===== config.mk =====
export PLATFORM = sky130hd
export DESIGN_NAME = rx_channel_control_reg
export DESIGN_NICKNAME = d
export VERILOG_FILES = /design/src/include/rx_ctrl_pkg.sv /design/src/core/rx_channel_datapath.sv /design/src/core/rx_channel_control_reg.sv
export SDC_FILE = /design/constraint.sdc
export NUM_CORES = 1
export LEC_CHECK = 0
export BUFFER_PORTS_ARGS = -buffer_cell sky130_fd_sc_hd__buf_4
export CORE_MARGIN = 4
export CORE_UTILIZATION = 31
export CTS_CLUSTER_DIAMETER = 150
export DETAILED_ROUTE_END_ITERATION = 10
export PLACE_DENSITY = 0.57
export SETUP_SLACK_MARGIN = 0.02
export SYNTH_ARGS = -nofsm -noshare
export SYNTH_HDL_FRONTEND = slang
export SYNTH_SLANG_ARGS = --single-unit

===== constraint.sdc =====
create_clock -name clk_in -period 1.7 [get_ports clk_in]
set_input_delay 0.085 -clock clk_in [delete_from_list [all_inputs] [get_ports clk_in]]
set_output_delay 0.085 -clock clk_in [all_outputs]
set_load 0.1 [all_outputs]

===== src/include/rx_ctrl_pkg.sv =====
// constants for the per-channel receive control register bank
`default_nettype none
package rx_ctrl_pkg;
  localparam int num_channels = 12;
  localparam int chan_w = 4;
  localparam logic [3:0] rc_low_nibble = 4'h5;
  localparam logic [7:0] rc_reset = 8'h00;
  localparam logic [7:0] rc_write_mask = 8'h3f;
  localparam int bit_digital_loss_off = 5;
  localparam int bit_analog_loss_off = 4;
  localparam int bit_clk_edge = 3;
  localparam int bit_mute = 2;
  localparam int bit_monitor = 1;
  localparam int bit_eq_en = 0;
endpackage
`default_nettype wire


===== src/core/rx_channel_datapath.sv =====
// per-channel receive control decode and recovered data launch stage
`timescale 1ns/1ns
`default_nettype none
module rx_channel_datapath (
  input wire logic clk_in,
  input wire logic rst_in,
  input wire logic [7:0] ctrl_in,
  input wire logic e3_mode_in,
  input wire logic signal_loss_condition_in,
  input wire logic pos_in,
  input wire logic neg_in,
  output logic digital_detector_en_out,
  output logic analog_detector_en_out,
  output logic monitor_mode_out,
  output logic equalizer_en_out,
  output logic recovered_positive_rail_out,
  output logic recovered_negative_rail_out,
  output logic launch_falling_out
);
  logic mute;
  logic pos_d, neg_d, pos_q, neg_q;

  // detector disables apply only outside e3 mode
  assign digital_detector_en_out = e3_mode_in | ~ctrl_in[rx_ctrl_pkg::bit_digital_loss_off];
  assign analog_detector_en_out = e3_mode_in | ~ctrl_in[rx_ctrl_pkg::bit_analog_loss_off];
  assign monitor_mode_out = ctrl_in[rx_ctrl_pkg::bit_monitor];
  assign equalizer_en_out = ctrl_in[rx_ctrl_pkg::bit_eq_en];
  assign launch_falling_out = ctrl_in[rx_ctrl_pkg::bit_clk_edge];
  assign mute = ctrl_in[rx_ctrl_pkg::bit_mute] & signal_loss_condition_in;

  always_comb begin
    pos_d = pos_in & ~mute;
    neg_d = neg_in & ~mute;
  end

  always_ff @(posedge clk_in) begin
    if (rst_in) begin
      pos_q <= 1'b0;
      neg_q <= 1'b0;
    end else begin
      pos_q <= pos_d;
      neg_q <= neg_d;
    end
  end

  assign recovered_positive_rail_out = pos_q;
  assign recovered_negative_rail_out = neg_q;
endmodule
`default_nettype wire


===== src/core/rx_channel_control_reg.sv =====
// receive control register bank, one register per channel
`timescale 1ns/1ns
`default_nettype none
module rx_channel_control_reg (
  input wire logic clk_in,
  input wire logic rst_in,
  input wire logic [7:0] addr_in,
  input wire logic wr_in,
  input wire logic [7:0] wdata_in,
  output logic [7:0] rdata_out,
  input wire logic [11:0] e3_mode_in,
  input wire logic [11:0] signal_loss_condition_in,
  input wire logic [11:0] pos_in,
  input wire logic [11:0] neg_in,
  output logic [11:0] digital_detector_en_out,
  output logic [11:0] analog_detector_en_out,
  output logic [11:0] monitor_mode_out,
  output logic [11:0] equalizer_en_out,
  output logic [11:0] launch_falling_out,
  output logic [11:0] recovered_positive_rail_out,
  output logic [11:0] recovered_negative_rail_out
);
  ////////////////////////////////////////////////////////////////
  // address decode
  function automatic logic hit(input logic [7:0] a, input int ch);
    hit = (a[3:0] == rx_ctrl_pkg::rc_low_nibble) && (a[7:4] == 4'(ch));
  endfunction

  // one field bit picked out of a byte
  function automatic logic field_of(input logic [7:0] v, input int pos);
    field_of = v[pos];
  endfunction

  // reset level of one field, spread over all channels
  function automatic logic [rx_ctrl_pkg::num_channels-1:0] reset_vec(input int pos);
    reset_vec = {rx_ctrl_pkg::num_channels{field_of(rx_ctrl_pkg::rc_reset, pos)}};
  endfunction

  logic [rx_ctrl_pkg::num_channels-1:0] sel_hit;
  logic [rx_ctrl_pkg::num_channels-1:0] wr_hit;
  logic [rx_ctrl_pkg::num_channels-1:0] digital_off_q;
  logic [rx_ctrl_pkg::num_channels-1:0] digital_off_d;
  logic [rx_ctrl_pkg::num_channels-1:0] analog_off_q;
  logic [rx_ctrl_pkg::num_channels-1:0] analog_off_d;
  logic [rx_ctrl_pkg::num_channels-1:0] clk_edge_q;
  logic [rx_ctrl_pkg::num_channels-1:0] clk_edge_d;
  logic [rx_ctrl_pkg::num_channels-1:0] mute_q;
  logic [rx_ctrl_pkg::num_channels-1:0] mute_d;
  logic [rx_ctrl_pkg::num_channels-1:0] monitor_q;
  logic [rx_ctrl_pkg::num_channels-1:0] monitor_d;
  logic [rx_ctrl_pkg::num_channels-1:0] eq_en_q;
  logic [rx_ctrl_pkg::num_channels-1:0] eq_en_d;
  logic [7:0] receive_control [rx_ctrl_pkg::num_channels];
  logic [7:0] read_word;
  logic unmapped;

  ////////////////////////////////////////////////////////////////
  // channel select and write strobes
  generate
    for (genvar k = 0; k < rx_ctrl_pkg::num_channels; k++) begin : gen_dec
      assign sel_hit[k] = hit(addr_in, k);
      assign wr_hit[k] = wr_in & sel_hit[k];
    end
  endgenerate

  ////////////////////////////////////////////////////////////////
  // digital detector disable
  always_comb begin
    digital_off_d = digital_off_q;
    for (int i = 0; i < rx_ctrl_pkg::num_channels; i++) begin
      if (wr_hit[i]) begin
        digital_off_d[i] = field_of(wdata_in, rx_ctrl_pkg::bit_digital_loss_off);
      end
    end
  end

  always_ff @(posedge clk_in) begin
    if (rst_in) begin
      digital_off_q <= reset_vec(rx_ctrl_pkg::bit_digital_loss_off);
    end else begin
      digital_off_q <= digital_off_d;
    end
  end

  ////////////////////////////////////////////////////////////////
  // analog detector disable
  always_comb begin
    analog_off_d = analog_off_q;
    for (int i = 0; i < rx_ctrl_pkg::num_channels; i++) begin
      if (wr_hit[i]) begin
        analog_off_d[i] = field_of(wdata_in, rx_ctrl_pkg::bit_analog_loss_off);
      end
    end
  end

  always_ff @(posedge clk_in) begin
    if (rst_in) begin
      analog_off_q <= reset_vec(rx_ctrl_pkg::bit_analog_loss_off);
    end else begin
      analog_off_q <= analog_off_d;
    end
  end

  ////////////////////////////////////////////////////////////////
  // recovered clock edge select
  always_comb begin
    clk_edge_d = clk_edge_q;
    for (int i = 0; i < rx_ctrl_pkg::num_channels; i++) begin
      if (wr_hit[i]) begin
        clk_edge_d[i] = field_of(wdata_in, rx_ctrl_pkg::bit_clk_edge);
      end
    end
  end

  always_ff @(posedge clk_in) begin
    if (rst_in) begin
      clk_edge_q <= reset_vec(rx_ctrl_pkg::bit_clk_edge);
    end else begin
      clk_edge_q <= clk_edge_d;
    end
  end

  ////////////////////////////////////////////////////////////////
  // mute on signal loss enable
  always_comb begin
    mute_d = mute_q;
    for (int i = 0; i < rx_ctrl_pkg::num_channels; i++) begin
      if (wr_hit[i]) begin
        mute_d[i] = field_of(wdata_in, rx_ctrl_pkg::bit_mute);
      end
    end
  end

  always_ff @(posedge clk_in) begin
    if (rst_in) begin
      mute_q <= reset_vec(rx_ctrl_pkg::bit_mute);
    end else begin
      mute_q <= mute_d;
    end
  end

  ////////////////////////////////////////////////////////////////
  // monitor mode enable
  always_comb begin
    monitor_d = monitor_q;
    for (int i = 0; i < rx_ctrl_pkg::num_channels; i++) begin
      if (wr_hit[i]) begin
        monitor_d[i] = field_of(wdata_in, rx_ctrl_pkg::bit_monitor);
      end
    end
  end

  always_ff @(posedge clk_in) begin
    if (rst_in) begin
      monitor_q <= reset_vec(rx_ctrl_pkg::bit_monitor);
    end else begin
      monitor_q <= monitor_d;
    end
  end

  ////////////////////////////////////////////////////////////////
  // equalizer enable
  always_comb begin
    eq_en_d = eq_en_q;
    for (int i = 0; i < rx_ctrl_pkg::num_channels; i++) begin
      if (wr_hit[i]) begin
        eq_en_d[i] = field_of(wdata_in, rx_ctrl_pkg::bit_eq_en);
      end
    end
  end

  always_ff @(posedge clk_in) begin
    if (rst_in) begin
      eq_en_q <= reset_vec(rx_ctrl_pkg::bit_eq_en);
    end else begin
      eq_en_q <= eq_en_d;
    end
  end

  ////////////////////////////////////////////////////////////////
  // register word per channel, reserved bits held at zero
  always_comb begin
    for (int i = 0; i < rx_ctrl_pkg::num_channels; i++) begin
      receive_control[i] = 8'h00;
      receive_control[i][rx_ctrl_pkg::bit_digital_loss_off] = digital_off_q[i];
      receive_control[i][rx_ctrl_pkg::bit_analog_loss_off] = analog_off_q[i];
      receive_control[i][rx_ctrl_pkg::bit_clk_edge] = clk_edge_q[i];
      receive_control[i][rx_ctrl_pkg::bit_mute] = mute_q[i];
      receive_control[i][rx_ctrl_pkg::bit_monitor] = monitor_q[i];
      receive_control[i][rx_ctrl_pkg::bit_eq_en] = eq_en_q[i];
    end
  end

  ////////////////////////////////////////////////////////////////
  // read path, zero for addresses that select no channel
  always_comb begin
    read_word = 8'h00;
    for (int i = 0; i < rx_ctrl_pkg::num_channels; i++) begin
      if (sel_hit[i]) begin
        read_word = receive_control[i];
      end
    end
  end

  assign unmapped = ~|sel_hit;
  assign rdata_out = unmapped ? 8'h00 : (read_word & rx_ctrl_pkg::rc_write_mask);

  ////////////////////////////////////////////////////////////////
  // per-channel receive sections
  genvar g;
  generate
    for (g = 0; g < rx_ctrl_pkg::num_channels; g++) begin : gen_ch
      rx_channel_datapath u_ch (
        .clk_in(clk_in),
        .rst_in(rst_in),
        .ctrl_in(receive_control[g]),
        .e3_mode_in(e3_mode_in[g]),
        .signal_loss_condition_in(signal_loss_condition_in[g]),
        .pos_in(pos_in[g]),
        .neg_in(neg_in[g]),
        .digital_detector_en_out(digital_detector_en_out[g]),
        .analog_detector_en_out(analog_detector_en_out[g]),
        .monitor_mode_out(monitor_mode_out[g]),
        .equalizer_en_out(equalizer_en_out[g]),
        .recovered_positive_rail_out(recovered_positive_rail_out[g]),
        .recovered_negative_rail_out(recovered_negative_rail_out[g]),
        .launch_falling_out(launch_falling_out[g])
      );
    end
  endgenerate
endmodule
`default_nettype wire


# Yosys cells after proc, flatten, opt, wreduce, memory -nomap -nowiden

Index checks and enable logic that the tools add are counted.

Register bits after elaboration: 96
Bits of input ports: 67
Output and inout port bits: 92
Logic and storage cells: 243

Equality and inequality tests: 12
Multiplexer cells: 13
Bitwise operators: 108
Reduce and logical (&&, ||, !) cells: 14

Operators with widths:

| kind                 | number |
|---|---|
| $mux W6              | 13 |
| $and A1 B1 Y1        | 48 |
| $not A1 Y1           | 36 |
| $or A1 B1 Y1         | 24 |
| $eq A4 B3 Y1 const B | 5 |
| $eq A4 B4 Y1 const B | 4 |
| $logic_and A1 B1 Y1  | 12 |
| $reduce_or A12 Y1    | 1 |
| $eq A4 B2 Y1 const B | 2 |
| $eq A4 B1 Y1 const B | 1 |
| $logic_not A4 Y1     | 1 |

# Longest topological paths before layout

Depth in word-level cells: 15
Mapped depth: 8
Depth with buffers taken out: 4

# Modules after synthesis

From an unflattened synthesis, not the netlist that was laid out.

Cells, all modules: 501
Area, all modules: 4832.1 µm²

Modules (own cells, without submodules):

| module                 | instances | cells an instance | area an instance (µm²) | sequential area each (µm²) |
|---|---|---|---|---|
| rx_channel_control_reg | 1         | 381               | 3721.1                 | 1441.4 |
| rx_channel_datapath    | 12        | 10                | 92.6                   | 40.0 |

# Worst setup path before layout

Ideal clock, no wire load.

Kind: in2out
From: input addr_in[4]
To: output rdata_out[2]
Arrival time: 3.278 ns
Data required time: 1.615 ns
Setup slack: -1.663 ns
Stages on the path: 7
Buffers on the path: 4
Cell sequence: buf_4 buf_6 buf_6 buf_6 a221oi_2 nand4_1 a211oi_1

Cells in the longest elaborated chain, start to end: 15
Elaborated cells on any way between the ends: 38
Those cells by class: eq/ne: 11; mux: 13; reduce/logical: 14

RTL lines:

| what                   | RTL line                      | RTL |
|---|---|---|
| from (decl)            | rx_channel_control_reg.sv:7   | `input wire logic [7:0] addr_in,` |
| $logic_not A4 Y1       | rx_channel_control_reg.sv:26  | `hit = (a[3:0] == rx_ctrl_pkg::rc_low_nibble) && (a[7:4] == 4'(ch));` |
| $logic_and A1 B1 Y1    | rx_channel_control_reg.sv:26  |  |
| $mux W6 (12 in series) | rx_channel_control_reg.sv:199 | `if (sel_hit[i]) begin` |
| $mux W6 *              | rx_channel_control_reg.sv:206 | `assign rdata_out = unmapped ? 8'h00 : (read_word & rx_ctrl_pkg::rc_write_mask);` |
| to (decl)              | rx_channel_control_reg.sv:10  | `output logic [7:0] rdata_out,` |

Every way passes the cells marked *; elsewhere a longest branch is shown, timed or not.

# Worst setup path in the final report

From: register analog_off_q[3] (netlist name)
To: output rdata_out[4]

Cells in the longest elaborated chain, start to end: 10

RTL lines:

| what                   | RTL line                      | RTL |
|---|---|---|
| from (decl)            | rx_channel_control_reg.sv:43  | `logic [rx_ctrl_pkg::num_channels-1:0] analog_off_q;` |
| from (signal assigned) | rx_channel_control_reg.sv:98  | `analog_off_q <= reset_vec(rx_ctrl_pkg::bit_analog_loss_off);` |
| from (signal assigned) | rx_channel_control_reg.sv:100 | `analog_off_q <= analog_off_d;` |
| $mux W6 (9 in series)  | rx_channel_control_reg.sv:199 |  |
| $mux W6                | rx_channel_control_reg.sv:206 |  |

Every way passes these cells.

==> summary.json <==
{
  "cells_and_area": {
    "antenna_cells": 0,
    "area_growth_syn_to_layout_pct": 38.5,
    "drive_above_1_share_pct": 45.0,
    "design_area_um2": 7100,
    "multiInputGateArea_um2": 2440,
    "design.final.nets": 756,
    "ff_latch_area_um2": 1950,
    "layout.filler_cells": 1538
  },
  "job": {
    "drv.max_cap_violation_count": 0
  },
  "logic_synthesis": {
    "synth.ff_latch_count": 96,
    "netlist.top_cell.by_area": "dfxtp_1",
    "synth_edf_count": 0,
    "synth_top_area_share_pct": 37.5,
    "number_of_library_cell_types_mapped_by_synthesis": 50,
    "synth-async-reset-ratio_pct": 0,
    "synth.cells.most_frequent": "96 x dfxtp_1, 91 x buf_4, 66 x mux2i_1",
    "synth-warning-count": 0,
    "post_synth.cell_area_avg_um2": 9.46,
    "synth_flop_cell": "dfxtp_1",
    "syn_inst": 542,
    "yosysMostFrequentCell": "dfxtp_1",
    "post_synth_instance_area_um2": 5130,
    "sequential_area_share_after_synthesis_pct": 37.5,
    "synth.top_cells.by_area": "dfxtp_1 37%, buf_4 13%, mux2i_1 13%"
  },
  "sta": {
    "max_freq_mhz": 522,
    "fin_hold_ws_ns": 0.0572,
    "total_count_of_max_transition_violations_in_the_final_report": 0,
    "timing.clock.skew_ns": 0.00920,
    "max_slew_margin_pct": 65.1,
    "portion_of_the_clock_cycle_consumed_by_the_worst_path_in_the_final_layout_pct": 113,
    "report.final.setup_viol": 6,
    "final_worst_path_setup_slack_ns": -0.215,
    "worst_pin_slew_ns": 0.524,
    "setup_repair_after_global_routing_missed_its_margin": "yes",
    "period_minus_slack_ns": 1.91,
    "final-hold-violation-count": 0
  },
  "drt": {
    "postRouteAntennaNets": 0,
    "via_count": 4225,
    "postRouteWirelength_um": 15300,
    "drc_errors_left": 0,
    "drt_first_iter_violations": 205,
    "drt_pre_antenna_iters": 5,
    "drt-wirelength-per-cell_um": 16.9,
    "detail_route.vias_per_cell": 4.64
  },
  "worst_hold_path": {
    "holdPathStages": 3,
    "worstHoldStart": "signal_loss_condition_in[5]",
    "worst_hold_path_type": "in -> reg",
    "hold-path-endpoint": "gen_ch[5].u_ch.recovered_negative_rail_out"
  },
  "power": {
    "worst_ir_drop_vdd_mv": 0.561,
    "leakagePower_nw": 3.13,
    "overall_power_after_layout_mw": 5.26,
    "power_density_nw_per_um2": 741
  },
  "clock_tree": {
    "max-clock-path-buffers": 2,
    "clock-root-buffer": "clkbuf_16",
    "worstSkewPairLatency_ns": 0.35,
    "cts.clk_slew.worst_paths_ns": 0.06,
    "cts-buffers-inserted": 9,
    "cts_sinks": 96,
    "cts_htree_levels": 3,
    "tritoncts": "built"
  },
  "floorplanning": {
    "fp.dieArea_um2": 18700,
    "row_count": 46,
    "die_wd_um": 137,
    "core_area_um2": 16100,
    "starting_utilization_of_the_core_area_pct": 31.9,
    "floorplan.die.height_um": 137,
    "ios": 159
  },
  "grt": {
    "wire_length_of_the_first_global_routing_pass_um": 23500,
    "grt_overflow_total": 0,
    "gr-usage-all-layers_pct": 16.4,
    "antenna_found_initial": 0,
    "first_global_vias": 4358,
    "maximum_number_of_pins_on_one_net_before_global_route_repair": 46
  },
  "place": {
    "detailed_place_hpwl_um": 11500,
    "routabilityCongestion": 0.911,
    "port_buffers": 154,
    "placedInstanceArea_um2": 6260,
    "dpl_worst_slack_ns": -0.155
  },
  "status": {
    "status": "finished, violations left",
    "violations": "setup timing"
  },
  "critical_path": {
    "crit_path_max_fanout": 2,
    "worst-r2r-cell-count": 3,
    "critical_path.reg2reg.endpoint": "gen_ch[10].u_ch.recovered_positive_rail_out",
    "crit_path_end_kind": "output port",
    "timing.rr.start": "mute_q[10]",
    "critPathArrivalTime_ns": 1.83,
    "setup.worst_path.start_class": "flop",
    "worstPathRequired_ns": 1.62,
    "kind_of_critical_path": "reg -> out",
    "reg2reg_slack_ns": 0.89
  }
}
## worst max-delay path, cell delays in order, from the launching register on
cell and delay, ns:
dfxtp_2 0.32, or2_4 0.21, mux4_2 0.50, a22oi_2 0.19
a21oi_4 0.09, buf_12 0.17
## metal layers
layer	GRT usage [%]	up-vias	wire length, µm
li1	-	2057	-
met1	22.1	2005	6900
met2	25.8	151	7200
met3	3.71	12	1030
met4	5.60	0	213
met5	0	-	0
## state kept, by name (all words and copies together), names as in the netlist
| register | count |
|---|---|
| analog_off_q | 12 |
| clk_edge_q | 12 |
| gen_ch.u_ch.recovered_negative_rail_out | 12 |
| eq_en_q | 12 |
| monitor_q | 12 |
| digital_off_q | 12 |
| gen_ch.u_ch.recovered_positive_rail_out | 12 |
| mute_q | 12 |
## power by group
group | leakage [nW] | switching [mW] | internal, mW
clock | 0.155 | 0.890 | 1.26
sequential | 0.790 | 0.00992 | 2.28
combinational | 2.19 | 0.508 | 0.313
total | 3.13 | 1.41 | 3.85
## cells by family (layout without fill, tap and decap cells)
kind of cell,after synthesis,in the layout,synth area share (%)
multiplexers,78,78,17.3
AND/OR/NAND/NOR,181,181,20.3
flip-flops,96,96,37.5
AO/OA/AOI/OAI,60,60,7.93
buffers and inverters,126,277,16.9
other,1,2,0.0731
## metrics by stage
stage | setup TNS, ns | util [%] | instances
after CTS | -0.956 | 43.6 | 901
after global placement | -0.602 | 39.0 | 850
final | -0.964 | 44.2 | 910
after floorplan | -0.736 | - | 543
after global routing | -1.31 | 44.2 | 910
after detailed placement | -1.08 | 39.0 | 850
## cell usage in the layout, fill, tap and decap left out, types with 2 or more instances in the layout
cell and instances:
buf_4 223, dfxtp_1 76, mux2i_1 66, nor2_1 62
nand2b_1 29, a21oi_1 27, and2_1 24, dlygate4sd3_1 24
dfxtp_2 19, nand3_1 16, nand2_1 14, clkbuf_16 9
buf_12 9, mux4_2 8, nor3_4 6, mux2_2 4
inv_1 4, nor3_1 4, nor2b_1 4, a22oi_2 3
a211o_1 3, nand4_1 3, o22ai_1 3, clkbuf_8 3
nor2_2 2, o221ai_1 2, o22a_1 2, nor3_2 2
o21ai_1 2, a221oi_2 2, nand3b_1 2, a222oi_1 2
a211oi_4 2, o31ai_1 2, nand3b_4 2, conb_1 2
## how the worst max path moves through the flow
stage | start | slack, ns | endpoint | depth (start not counted)
2_1_floorplan | addr_in[4] | -0.28 | rdata_out[2] | 7
3_3_place_gp | addr_in[1] | -0.10 | rdata_out[5] | 7
3_5_place_dp | addr_in[1] | -0.15 | rdata_out[5] | 7
4_1_cts | analog_off_q[3] | -0.23 | rdata_out[4] | 5
5_1_grt | analog_off_q[3] | -0.27 | rdata_out[4] | 5
6_report | analog_off_q[3] | -0.21 | rdata_out[4] | 5
## area by class of cell
type	count	area share, %
clock inverters	4	0.722
clock buffers	12	3.75
well taps	216	3.81
inverters	4	0.211
multi-input cells	321	34.4
repair buffers	257	29.7
flip-flops and latches	96	27.4
## what timing repair did
item	CTS	global route
buffers inserted	11	9
hold buffers	24	0
resized for setup	37	11
endpoints found under the hold margin	24	0
pin swaps	15	4
setup endpoints to repair	6	6
Note: power is estimated with default switching activity, not from simulation.
